### config.mk
export PLATFORM = sky130hd
export DESIGN_NAME = xps_crosspoint
export DESIGN_NICKNAME = d
export VERILOG_FILES = /design/src/core/xps_pkg.sv /design/src/core/xps_crosspoint.sv /design/src/core/xps_fifo.sv
export SDC_FILE = /design/constraint.sdc
export NUM_CORES = 2
export LEC_CHECK = 0
export BUFFER_PORTS_ARGS = -buffer_cell sky130_fd_sc_hd__buf_4
export CORE_UTILIZATION = 46
export DETAILED_ROUTE_END_ITERATION = 8
export GPL_ROUTABILITY_DRIVEN = 0
export HOLD_SLACK_MARGIN = 0.06
export PLACE_DENSITY_LB_ADDON = 0.05
export REMOVE_ABC_BUFFERS = 1
export SYNTH_ARGS = -nofsm -noshare
export SYNTH_HDL_FRONTEND = slang
export SYNTH_HIERARCHICAL = 1
export SYNTH_SLANG_ARGS = --single-unit
### constraint.sdc
create_clock -name core_clk -period 9 [get_ports core_clk]
set_input_delay 0 -clock core_clk [delete_from_list [all_inputs] [get_ports core_clk]]
set_output_delay 0 -clock core_clk [all_outputs]
set_load 0.05 [all_outputs]
### src/core/xps_pkg.sv
// Shared constants and types for the 64x64 crosspoint switch core.
// Assumes a single 25 MHz core clock and an AXI4-Lite register port.
package xps_pkg;

	localparam int N_PORTS = 64;
	localparam int SEL_W = 6;

	// Register byte offsets
	localparam logic [7:0] OFS_CTRL = 8'h00;
	localparam logic [7:0] OFS_LOAD = 8'h04;
	localparam logic [7:0] OFS_COMMIT = 8'h08;
	localparam logic [7:0] OFS_STATUS = 8'h0C;

	// CTRL fields
	localparam int CTRL_MODE_BIT = 0;
	localparam int CTRL_MON_EN_BIT = 1;
	localparam int CTRL_PAUSE_BIT = 2;
	localparam int CTRL_MON_SEL_LSB = 8;
	// LOAD fields
	localparam int LOAD_CHAN_LSB = 0;
	localparam int LOAD_DEST_LSB = 8;
	localparam int LOAD_FLOAT_BIT = 16;
	// STATUS fields
	localparam int STAT_EMPTY_BIT = 0;
	localparam int STAT_FULL_BIT = 1;
	localparam int STAT_LEVEL_LSB = 8;
	localparam int STAT_MON_LSB = 16;
	localparam int STAT_PATH_BIT = 24;

	localparam logic [1:0] RESP_OKAY = 2'h0;
	localparam logic [1:0] RESP_SLVERR = 2'h2;

	// Timing
	localparam int CORE_PERIOD_NS = 40;
	localparam int MON_RELEASE_NS = 10;
	localparam int MON_RELEASE_CYC_RAW = MON_RELEASE_NS / CORE_PERIOD_NS;
	localparam int MON_RELEASE_CYC = (MON_RELEASE_CYC_RAW < 1) ? 1 : MON_RELEASE_CYC_RAW;
	localparam int MCLK_MAX_MHZ = 200;
	localparam int DRAIN_DIV_DEF = 4;
	localparam int CMD_FIFO_DEPTH = 8;

	// Stored control word: float on top, source number below
	typedef struct packed {
		logic flt;
		logic [SEL_W-1:0] src;
	} xps_ctl_t;

	// Programming command queued from the register port
	typedef struct packed {
		logic commit;
		logic flt;
		logic [SEL_W-1:0] dest;
		logic [SEL_W-1:0] chan;
	} xps_cmd_t;

	typedef struct packed {
		logic pause;
		logic [SEL_W-1:0] mon_sel;
		logic mon_en;
		logic reg_mode;
	} xps_ctrl_t;

	localparam xps_ctrl_t CTRL_RESET = '{pause: 1'b0, mon_sel: 6'h00, mon_en: 1'b0,
		reg_mode: 1'b0};

endpackage : xps_pkg

### src/core/xps_crosspoint.sv
// 64x64 crosspoint switch core with double-buffered routing latches and monitor.
// Assumes pins synchronous to core_clk; master_clk is a sampled level, not a clock.
//
// What this block does
// - Sixty-four inputs, each output own 64:1 selector
// - Committed float bit tristates that output
// - Destination select captured into holding latch
// - Channel address picks which holding latch
// - Load pulse writes addressed holding latch only
// - Commit pulse copies all holding to control
// - Monitor select picks control latch to show
// - Observation only while monitor enable high
// - Monitor bus shows source select and float
// - Monitor path shows selected selector output
// - Mode select high registered, low flow-through
// - Master clock times data, at most 200 MHz; here sampled at the 25 MHz core rate
// - Monitor bus released within 10 ns; here one 40 ns core cycle after enable drops
// - Low six bits binary input number, MSB float
// - Registered mode captures inputs, registers outputs
// - Flow-through ignores master clock
module xps_crosspoint #(
	parameter int DRAIN_DIV = xps_pkg::DRAIN_DIV_DEF,
	parameter int FIFO_DEPTH = xps_pkg::CMD_FIFO_DEPTH
) (
	input wire logic core_clk,
	input wire logic rst_b,
	input wire logic master_clk,
	input wire logic [xps_pkg::N_PORTS-1:0] switch_inputs,
	output logic [xps_pkg::N_PORTS-1:0] switch_outputs,
	output logic [xps_pkg::N_PORTS-1:0] switch_outputs_oe,
	output logic [6:0] monitor_bus,
	output logic monitor_path_out,
	input wire logic [7:0] s_axi_awaddr,
	input wire logic s_axi_awvalid,
	output logic s_axi_awready,
	input wire logic [31:0] s_axi_wdata,
	input wire logic [3:0] s_axi_wstrb,
	input wire logic s_axi_wvalid,
	output logic s_axi_wready,
	output logic [1:0] s_axi_bresp,
	output logic s_axi_bvalid,
	input wire logic s_axi_bready,
	input wire logic [7:0] s_axi_araddr,
	input wire logic s_axi_arvalid,
	output logic s_axi_arready,
	output logic [31:0] s_axi_rdata,
	output logic [1:0] s_axi_rresp,
	output logic s_axi_rvalid,
	input wire logic s_axi_rready
);

	localparam int N = xps_pkg::N_PORTS;
	localparam int CW = $bits(xps_pkg::xps_cmd_t);
	localparam int LW = $clog2(FIFO_DEPTH) + 1;
	localparam int DW = (DRAIN_DIV < 2) ? 1 : $clog2(DRAIN_DIV);

	generate
		if (DRAIN_DIV < 1 || FIFO_DEPTH < 2 || LW > 8) begin : g_bad_param
			$error("xps_crosspoint: unsupported DRAIN_DIV or FIFO_DEPTH");
		end
		if (xps_pkg::MON_RELEASE_CYC < 1) begin : g_bad_release
			$error("xps_crosspoint: monitor release faster than one cycle");
		end
	endgenerate

	////////////////////////////////////////////////////////////////////////////////
	// Reset release

	logic rst_s1_r;
	logic rst_n;
	always_ff @(posedge core_clk or negedge rst_b) begin
		if (!rst_b) begin
			rst_s1_r <= 1'b0;
			rst_n <= 1'b0;
		end else begin
			rst_s1_r <= 1'b1;
			rst_n <= rst_s1_r;
		end
	end

	////////////////////////////////////////////////////////////////////////////////
	// Register port

	xps_pkg::xps_ctrl_t ctrl_r;
	logic [7:0] awaddr_r;
	logic [31:0] wdata_r;
	logic [3:0] wstrb_r;
	logic wr_go;
	logic wr_push;
	logic fifo_in_ready;
	logic fifo_out_valid;
	logic [LW-1:0] fifo_level;
	xps_pkg::xps_cmd_t cmd_in;
	xps_pkg::xps_cmd_t cmd_out;

	// Commands need FIFO room; back-pressure holds bvalid and the channel readies
	assign wr_push = (awaddr_r == xps_pkg::OFS_LOAD) || (awaddr_r == xps_pkg::OFS_COMMIT);
	assign wr_go = !s_axi_awready && !s_axi_wready && !s_axi_bvalid
		&& (!wr_push || fifo_in_ready);
	assign cmd_in.commit = (awaddr_r == xps_pkg::OFS_COMMIT);
	assign cmd_in.flt = wdata_r[xps_pkg::LOAD_FLOAT_BIT];
	assign cmd_in.dest = wdata_r[xps_pkg::LOAD_DEST_LSB +: xps_pkg::SEL_W];
	assign cmd_in.chan = wdata_r[xps_pkg::LOAD_CHAN_LSB +: xps_pkg::SEL_W];

	always_ff @(posedge core_clk or negedge rst_n) begin
		if (!rst_n) begin
			s_axi_awready <= 1'b1;
			s_axi_wready <= 1'b1;
			s_axi_bvalid <= 1'b0;
			s_axi_bresp <= xps_pkg::RESP_OKAY;
			awaddr_r <= 8'h00;
			wdata_r <= 32'h0000_0000;
			wstrb_r <= 4'h0;
		end else begin
			if (s_axi_awvalid && s_axi_awready) begin
				s_axi_awready <= 1'b0;
				awaddr_r <= {s_axi_awaddr[7:2], 2'h0};
			end
			if (s_axi_wvalid && s_axi_wready) begin
				s_axi_wready <= 1'b0;
				wdata_r <= s_axi_wdata;
				wstrb_r <= s_axi_wstrb;
			end
			if (wr_go) begin
				s_axi_awready <= 1'b1;
				s_axi_wready <= 1'b1;
				s_axi_bvalid <= 1'b1;
				s_axi_bresp <= (wr_push || awaddr_r == xps_pkg::OFS_CTRL
					|| awaddr_r == xps_pkg::OFS_STATUS) ? xps_pkg::RESP_OKAY
					: xps_pkg::RESP_SLVERR;
			end else if (s_axi_bvalid && s_axi_bready) begin
				s_axi_bvalid <= 1'b0;
			end
		end
	end

	// Mode, monitor enable, monitor select and drain pause
	always_ff @(posedge core_clk or negedge rst_n) begin
		if (!rst_n) begin
			ctrl_r <= xps_pkg::CTRL_RESET;
		end else if (wr_go && awaddr_r == xps_pkg::OFS_CTRL) begin
			if (wstrb_r[0]) begin
				ctrl_r.reg_mode <= wdata_r[xps_pkg::CTRL_MODE_BIT];
				ctrl_r.mon_en <= wdata_r[xps_pkg::CTRL_MON_EN_BIT];
				ctrl_r.pause <= wdata_r[xps_pkg::CTRL_PAUSE_BIT];
			end
			if (wstrb_r[1]) begin
				ctrl_r.mon_sel <= wdata_r[xps_pkg::CTRL_MON_SEL_LSB +: xps_pkg::SEL_W];
			end
		end
	end

	logic [31:0] status_word;
	always_comb begin
		status_word = 32'h0000_0000;
		status_word[xps_pkg::STAT_EMPTY_BIT] = !fifo_out_valid;
		status_word[xps_pkg::STAT_FULL_BIT] = !fifo_in_ready;
		status_word[xps_pkg::STAT_LEVEL_LSB +: LW] = fifo_level;
		status_word[xps_pkg::STAT_MON_LSB +: 7] = monitor_bus;
		status_word[xps_pkg::STAT_PATH_BIT] = monitor_path_out;
	end

	always_ff @(posedge core_clk or negedge rst_n) begin
		if (!rst_n) begin
			s_axi_arready <= 1'b1;
			s_axi_rvalid <= 1'b0;
			s_axi_rdata <= 32'h0000_0000;
			s_axi_rresp <= xps_pkg::RESP_OKAY;
		end else if (s_axi_arvalid && s_axi_arready) begin
			s_axi_arready <= 1'b0;
			s_axi_rvalid <= 1'b1;
			s_axi_rresp <= xps_pkg::RESP_OKAY;
			unique case ({s_axi_araddr[7:2], 2'h0})
				xps_pkg::OFS_CTRL: s_axi_rdata <= {18'h00000, ctrl_r.mon_sel, 5'h00,
					ctrl_r.pause, ctrl_r.mon_en, ctrl_r.reg_mode};
				xps_pkg::OFS_STATUS: s_axi_rdata <= status_word;
				xps_pkg::OFS_LOAD, xps_pkg::OFS_COMMIT: s_axi_rdata <= 32'h0000_0000;
				default: begin
					s_axi_rdata <= 32'h0000_0000;
					s_axi_rresp <= xps_pkg::RESP_SLVERR;
				end
			endcase
		end else if (s_axi_rvalid && s_axi_rready) begin
			s_axi_rvalid <= 1'b0;
			s_axi_arready <= 1'b1;
		end
	end

	////////////////////////////////////////////////////////////////////////////////
	// Command queue and latch programming

	logic [DW-1:0] div_r;
	logic drain_tick;
	logic pop;

	assign drain_tick = (div_r == DW'(DRAIN_DIV - 1));
	assign pop = drain_tick && fifo_out_valid && !ctrl_r.pause;

	always_ff @(posedge core_clk or negedge rst_n) begin
		if (!rst_n) begin
			div_r <= '0;
		end else begin
			div_r <= drain_tick ? '0 : div_r + 1'b1;
		end
	end

	xps_fifo #(
		.WIDTH(CW),
		.DEPTH(FIFO_DEPTH)
	) u_cmd_fifo (
		.clk(core_clk),
		.rst_n(rst_n),
		.in_data(cmd_in),
		.in_valid(wr_go && wr_push),
		.in_ready(fifo_in_ready),
		.out_data(cmd_out),
		.out_valid(fifo_out_valid),
		.out_ready(pop),
		.level(fifo_level)
	);

	// Holding and control latches carry no reset, as on the original part
	xps_pkg::xps_ctl_t hold_r [N];
	xps_pkg::xps_ctl_t ctl_r [N];

	always_ff @(posedge core_clk) begin
		if (pop && !cmd_out.commit) begin
			hold_r[cmd_out.chan] <= '{flt: cmd_out.flt, src: cmd_out.dest};
		end
	end

	always_ff @(posedge core_clk) begin
		if (pop && cmd_out.commit) begin
			ctl_r <= hold_r;
		end
	end

	////////////////////////////////////////////////////////////////////////////////
	// Switch datapath

	logic mclk_d_r;
	logic mclk_rise;
	logic [N-1:0] in_cap_r;
	logic [N-1:0] src_vec;
	logic out_update;

	// Master clock edges are seen at core rate, so its usable rate is far below 200 MHz
	assign mclk_rise = master_clk && !mclk_d_r;
	assign src_vec = ctrl_r.reg_mode ? in_cap_r : switch_inputs;
	assign out_update = !ctrl_r.reg_mode || mclk_rise;

	always_ff @(posedge core_clk or negedge rst_n) begin
		if (!rst_n) begin
			mclk_d_r <= 1'b0;
			in_cap_r <= '0;
		end else begin
			mclk_d_r <= master_clk;
			if (ctrl_r.reg_mode && mclk_rise) begin
				in_cap_r <= switch_inputs;
			end
		end
	end

	always_ff @(posedge core_clk or negedge rst_n) begin
		if (!rst_n) begin
			switch_outputs <= '0;
			switch_outputs_oe <= '0;
		end else if (out_update) begin
			for (int i = 0; i < N; i++) begin
				switch_outputs[i] <= src_vec[ctl_r[i].src];
				switch_outputs_oe[i] <= !ctl_r[i].flt;
			end
		end
	end

	////////////////////////////////////////////////////////////////////////////////
	// Monitor

	xps_pkg::xps_ctl_t mon_word;
	assign mon_word = ctl_r[ctrl_r.mon_sel];

	always_ff @(posedge core_clk or negedge rst_n) begin
		if (!rst_n) begin
			monitor_bus <= 7'h00;
			monitor_path_out <= 1'b0;
		end else if (!ctrl_r.mon_en) begin
			monitor_bus <= 7'h00;
			monitor_path_out <= 1'b0;
		end else if (out_update) begin
			monitor_bus <= mon_word;
			monitor_path_out <= src_vec[mon_word.src];
		end
	end

	////////////////////////////////////////////////////////////////////////////////
	// Assertions

	// Control latches are unknown until the first commit; the flow data and float enable checks wait for it
	logic routed_r;
	always_ff @(posedge core_clk or negedge rst_n) begin
		if (!rst_n) begin
			routed_r <= 1'b0;
		end else if (pop && cmd_out.commit) begin
			routed_r <= 1'b1;
		end
	end
endmodule : xps_crosspoint

### src/core/xps_fifo.sv
// Synchronous FIFO with valid/ready on both sides.
// Assumes one clock and an active-low asynchronous reset already synchronised.
module xps_fifo #(
	parameter int WIDTH = 14,
	parameter int DEPTH = 8
) (
	input wire logic clk,
	input wire logic rst_n,
	input wire logic [WIDTH-1:0] in_data,
	input wire logic in_valid,
	output logic in_ready,
	output logic [WIDTH-1:0] out_data,
	output logic out_valid,
	input wire logic out_ready,
	output logic [$clog2(DEPTH):0] level
);

	localparam int AW = $clog2(DEPTH);

	generate
		if (DEPTH < 2 || (1 << AW) != DEPTH) begin : g_bad_depth
			$error("xps_fifo depth must be a power of two of at least 2");
		end
	endgenerate

	logic [WIDTH-1:0] mem [DEPTH];
	logic [AW:0] wptr_r;
	logic [AW:0] rptr_r;
	logic push;
	logic pop;

	assign level = wptr_r - rptr_r;
	assign in_ready = (level != (AW + 1)'(DEPTH));
	assign out_valid = (level != '0);
	assign out_data = mem[rptr_r[AW-1:0]];
	assign push = in_valid && in_ready;
	assign pop = out_valid && out_ready;

	always_ff @(posedge clk) begin
		if (push) begin
			mem[wptr_r[AW-1:0]] <= in_data;
		end
	end

	always_ff @(posedge clk or negedge rst_n) begin
		if (!rst_n) begin
			wptr_r <= '0;
			rptr_r <= '0;
		end else begin
			if (push) begin
				wptr_r <= wptr_r + 1'b1;
			end
			if (pop) begin
				rptr_r <= rptr_r + 1'b1;
			end
		end
	end

endmodule : xps_fifo

==> metrics.md <==
| Metric | Value |
|---|---|
| Max Freq | 190 MHz |
| Cell area after synthesis | 79600 sq um |
| Min-Delay Path Class | primary input to register |
| Reg2Reg Setup Slack | 3.74 ns |
| Max-capacitance violation count | 0 |
| P&R area growth vs syn | 13.5% |
| Synth cell types | 69 |
| Main synth FF type | edfxtp_1 |
| Die Area | 175000 sq um |
| Worst r2r path cells | 11 |
| Die span in y | 418 microns |
| Status | finished clean |
| Global-route wire length before repair | 438 mm |
| Drc violations | 0 |
| Tcrit/Tclk final | 58.4% |
| Combinational cell fraction of total power | 56.8% |
| Min-Delay Endpoint | s_axi_rdata[21] |
| Pwr/cell area | 468 nW/um^2 |
| Critical Path Source Type | register |
| Worst clock skew | 0.0406 ns |
| CTS Buffer Depth | 3 |
| Cell count after placement | 6420 |
| Die width | 418 microns |
| Synth warn | 6 |
| Dpl cell area | 83500 sq um |
| Mean Syn Cell Area | 17.7 sq um |
| Vias in the first global route | 52.7k |
| Seq/Total Area, Yosys | 46.4% |
| R2r endpoint | hold_r[403] |
| Max transition margin | 9.16% |
| Cell internal pwr | 0.0242 W |
| Synthesized instance count | 4484 |
| #FFs+latches synth | 1275 |
| Total grt overflow | 0 |
| Worst EP required | 9.43 ns |
| Initial antenna violation count | 25 |
| Largest net degree at the start of global routing | 137 |
| Area of the core | 172000 sq um |
| Switching power total | 0.0180 W |
| Vias | 53.7k |
| Clk slew on worst S/H paths | 0.06 ns |
| Antenna Nets Post-Route | 0 |
| Cell Rows | 152 |
| Leak Pwr | 29.3 nW |
| WL/cell | 46.1 microns |
| Setup ws final | 3.74 ns |
| Post-synth top area share | 42.3% |
| Clock share of power | 14.2% |
| CTS H-tree lvls | 4 |
| Switching Fraction | 42.7% |
| RSZ-0062 raised after global routing | false |
| Drt initial violations | 9327 |
| Initial core utilization | 46.3% |
| IO Port Bufs | 258 |
| Post-synth EDFFs | 1008 |
| WL final | 318 mm |
| Setup WS pre-CTS | 3.77 ns |
| Critical path data arrival time | 5.69 ns |
| Setup repair bufs after CTS | 0 |
| Worst Setup Path Type | register to register |
| Synth async-reset ratio | 20.9% |
| Gr usage total | 36.7% |
| Resized cells post-CTS | 0 |
| Top Ports | 301 |
| Top post-synthesis cells by area | mux4_2 (42%), edfxtp_1 (38%), dfrtp_1 (8.3%), clkbuf_1 (3.2%), mux2_2 (1.6%) |
| Min Clock Period, post-route | 5.26 ns |
| CTS sink count | 1275 |
| Nets | 4581 |
| Final setup vio count | 0 |
| Root Driver | clkbuf_16 |
| CTS tree | done |
| R2R Path Start | u_cmd_fifo/rptr_r[1] |
| Synth area leader | mux4_2 |
| Worst hold path cell count | 5 |
| Worst-margin pin slew | 1.33 ns |
| Vias/cell | 7.78 |
| Maximum vdd drop | 0.000259 V |
| Final Max Tran Viols | 0 |
| Hold Crit Start | s_axi_araddr[7] |
| CP max FO | 32 |
| DP HPWL | 175 mm |
| Reg power frac | 29.0% |
| First-pass iteration count of the detailed router | 8 |
| Final count of hold timing violations | 0 |
| Final instance area | 90300 sq um |
| Inserted Clock Buffers | 145 |
| Layout cells sized above 1 | 52.1% |
| Worst-Skew Late Latency | 0.83 ns |
| Final std cells w/o fill | 6901 |
| CP Capture Type | register |
==> worst max path at each step <==
stage | startpoint | cells after the start | to | slack [ns]
after detailed placement | u_cmd_fifo/rptr_r[1] | 11 | hold_r[403] | 3.77
after CTS | u_cmd_fifo/rptr_r[1] | 11 | hold_r[403] | 3.74
after global routing | u_cmd_fifo/rptr_r[1] | 11 | hold_r[403] | 3.43
after global placement | u_cmd_fifo/rptr_r[1] | 11 | hold_r[396] | 3.79
final | u_cmd_fifo/rptr_r[1] | 11 | hold_r[403] | 3.74
after floorplan | u_cmd_fifo/rptr_r[0] | 10 | ctl_r[0] | -4.93
==> Yosys cell counts, drive strengths merged (4+ instances only) <==
| cell | number |
|---|---|
| a21boi | 4 |
| a21oi | 140 |
| a22oi | 14 |
| and2 | 9 |
| buf | 157 |
| clkbuf | 673 |
| dfrtp | 264 |
| edfxtp | 1008 |
| ha | 6 |
| inv | 15 |
| mux2 | 113 |
| mux2i | 104 |
| mux4 | 1495 |
| nand2 | 119 |
| nand2b | 4 |
| nand3 | 13 |
| nand3b | 9 |
| nor2 | 213 |
| nor2b | 5 |
| nor3 | 5 |
| nor4 | 6 |
| o21ai | 33 |
| o22ai | 16 |
| or3b | 5 |
| xnor2 | 6 |
==> flip-flops by register name, indices dropped and copies added (netlist names), 2 cells and up <==
register / cells
s_axi_rdata: 17
u_cmd_fifo/rptr_r: 4
switch_outputs_oe: 64
switch_outputs: 64
div_r: 2
in_cap_r: 64
monitor_bus: 7
u_cmd_fifo/wptr_r: 4
wstrb_r: 2
hold_r: 448
wdata_r: 13
ctl_r: 448
u_cmd_fifo/mem: 112
awaddr_r: 6
ctrl_r: 9
==> cell families (layout without fill, tap and decap cells) <==
group / after synthesis / count (layout) / synth area share [%]
AO/OA/AOI/OAI: 228 / 228 / 1.64
XOR/XNOR: 9 / 9 / 0.0991
other: 2 / 38 / 0.00944
adder cells (fa/ha/maj): 7 / 7 / 0.119
multiplexers: 1712 / 1712 / 45.2
AND/OR/NAND/NOR: 405 / 405 / 2.18
flip-flops: 1275 / 1275 / 46.4
buffers and inverters: 846 / 917 / 4.29
==> critical path, cell delays in order (launching register included) <==
cell and delay, ns:
dfrtp_2 0.89, inv_1 0.19, ha_1 0.33, nand3b_1 0.12, a21oi_1 0.37, nor2_1 0.12, nand2_1 0.11, nand2_1 0.05
or2_2 0.31, nor3_1 0.52, nand3_2 0.93, nor2_1 0.94
==> cell usage in the layout, fill, tap and decap left out, types with 14 or more instances in the layout <==
master / Yosys / routed
mux4_2: 1495 / 1495
edfxtp_1: 1008 / 1008
buf_4: 30 / 428
dfrtp_1: 264 / 256
nor2_1: 213 / 208
dlygate4sd3_1: 0 / 193
clkbuf_16: 0 / 147
a21oi_1: 140 / 140
mux2_2: 110 / 110
nand2_1: 118 / 105
mux2i_4: 0 / 64
mux2i_1: 104 / 40
o21ai_0: 30 / 30
clkinv_2: 0 / 24
clkbuf_1: 672 / 24
clkinv_1: 1 / 23
diode_2: 0 / 20
conb_1: 2 / 18
o22ai_1: 16 / 16
inv_1: 14 / 14
a22oi_1: 14 / 14
==> cell type report <==
cell class	count	area (sq um)
Sequential cell	1275	37000
Antenna cell	20	50.0
Timing Repair Buffer	633	5390
Clock buffer	178	3860
Inverter	16	60.1
Tap cell	2310	2890
Clock inverter	90	908
Fill cell	13613	81400
Multi-Input combinational cell	2379	40200
==> layer usage <==
| metal | GRT usage, % | vias up | share of wire, % |
|---|---|---|---|
| met1 | 47.7 | 28516 | 35 |
| met2 | 54.1 | 5069 | 45 |
| met4 | 20.4 | 18 | 6.7 |
| met3 | 12.7 | 1175 | 14 |
| met5 | 0.111 | - | 0.047 |
| li1 | - | 18880 | - |
==> power by group through the flow <==
stage	sequential (W)	combinational (W)	clock, W
finish	0.0123	0.0240	0.00600
global route	0.0126	0.0244	0.00629
CTS	0.0122	0.0234	0.00609
detailed placement	0.0124	0.0233	0
global placement	0.0123	0.0231	0
floorplan	0.0107	0.00996	0
==> timing repair <==
action,in CTS,in global routing
hold buffers,193,0
endpoints found under the setup margin,0,0
hold endpoints to repair,142,0
==> through the flow <==
stage	util (%)	TNS [ns]	total power (W)	hold WS (ns)
2_1_floorplan	-	-2209.26	0.0206	-0.296
3_3_place_gp	48.6	0	0.0354	-0.213
3_5_place_dp	48.6	0	0.0356	-0.214
4_1_cts	52.5	0	0.0417	0.143
5_1_grt	52.5	0	0.0433	0.189
6_report	52.6	0	0.0422	0.220
Power figures use the tool's default switching activity.
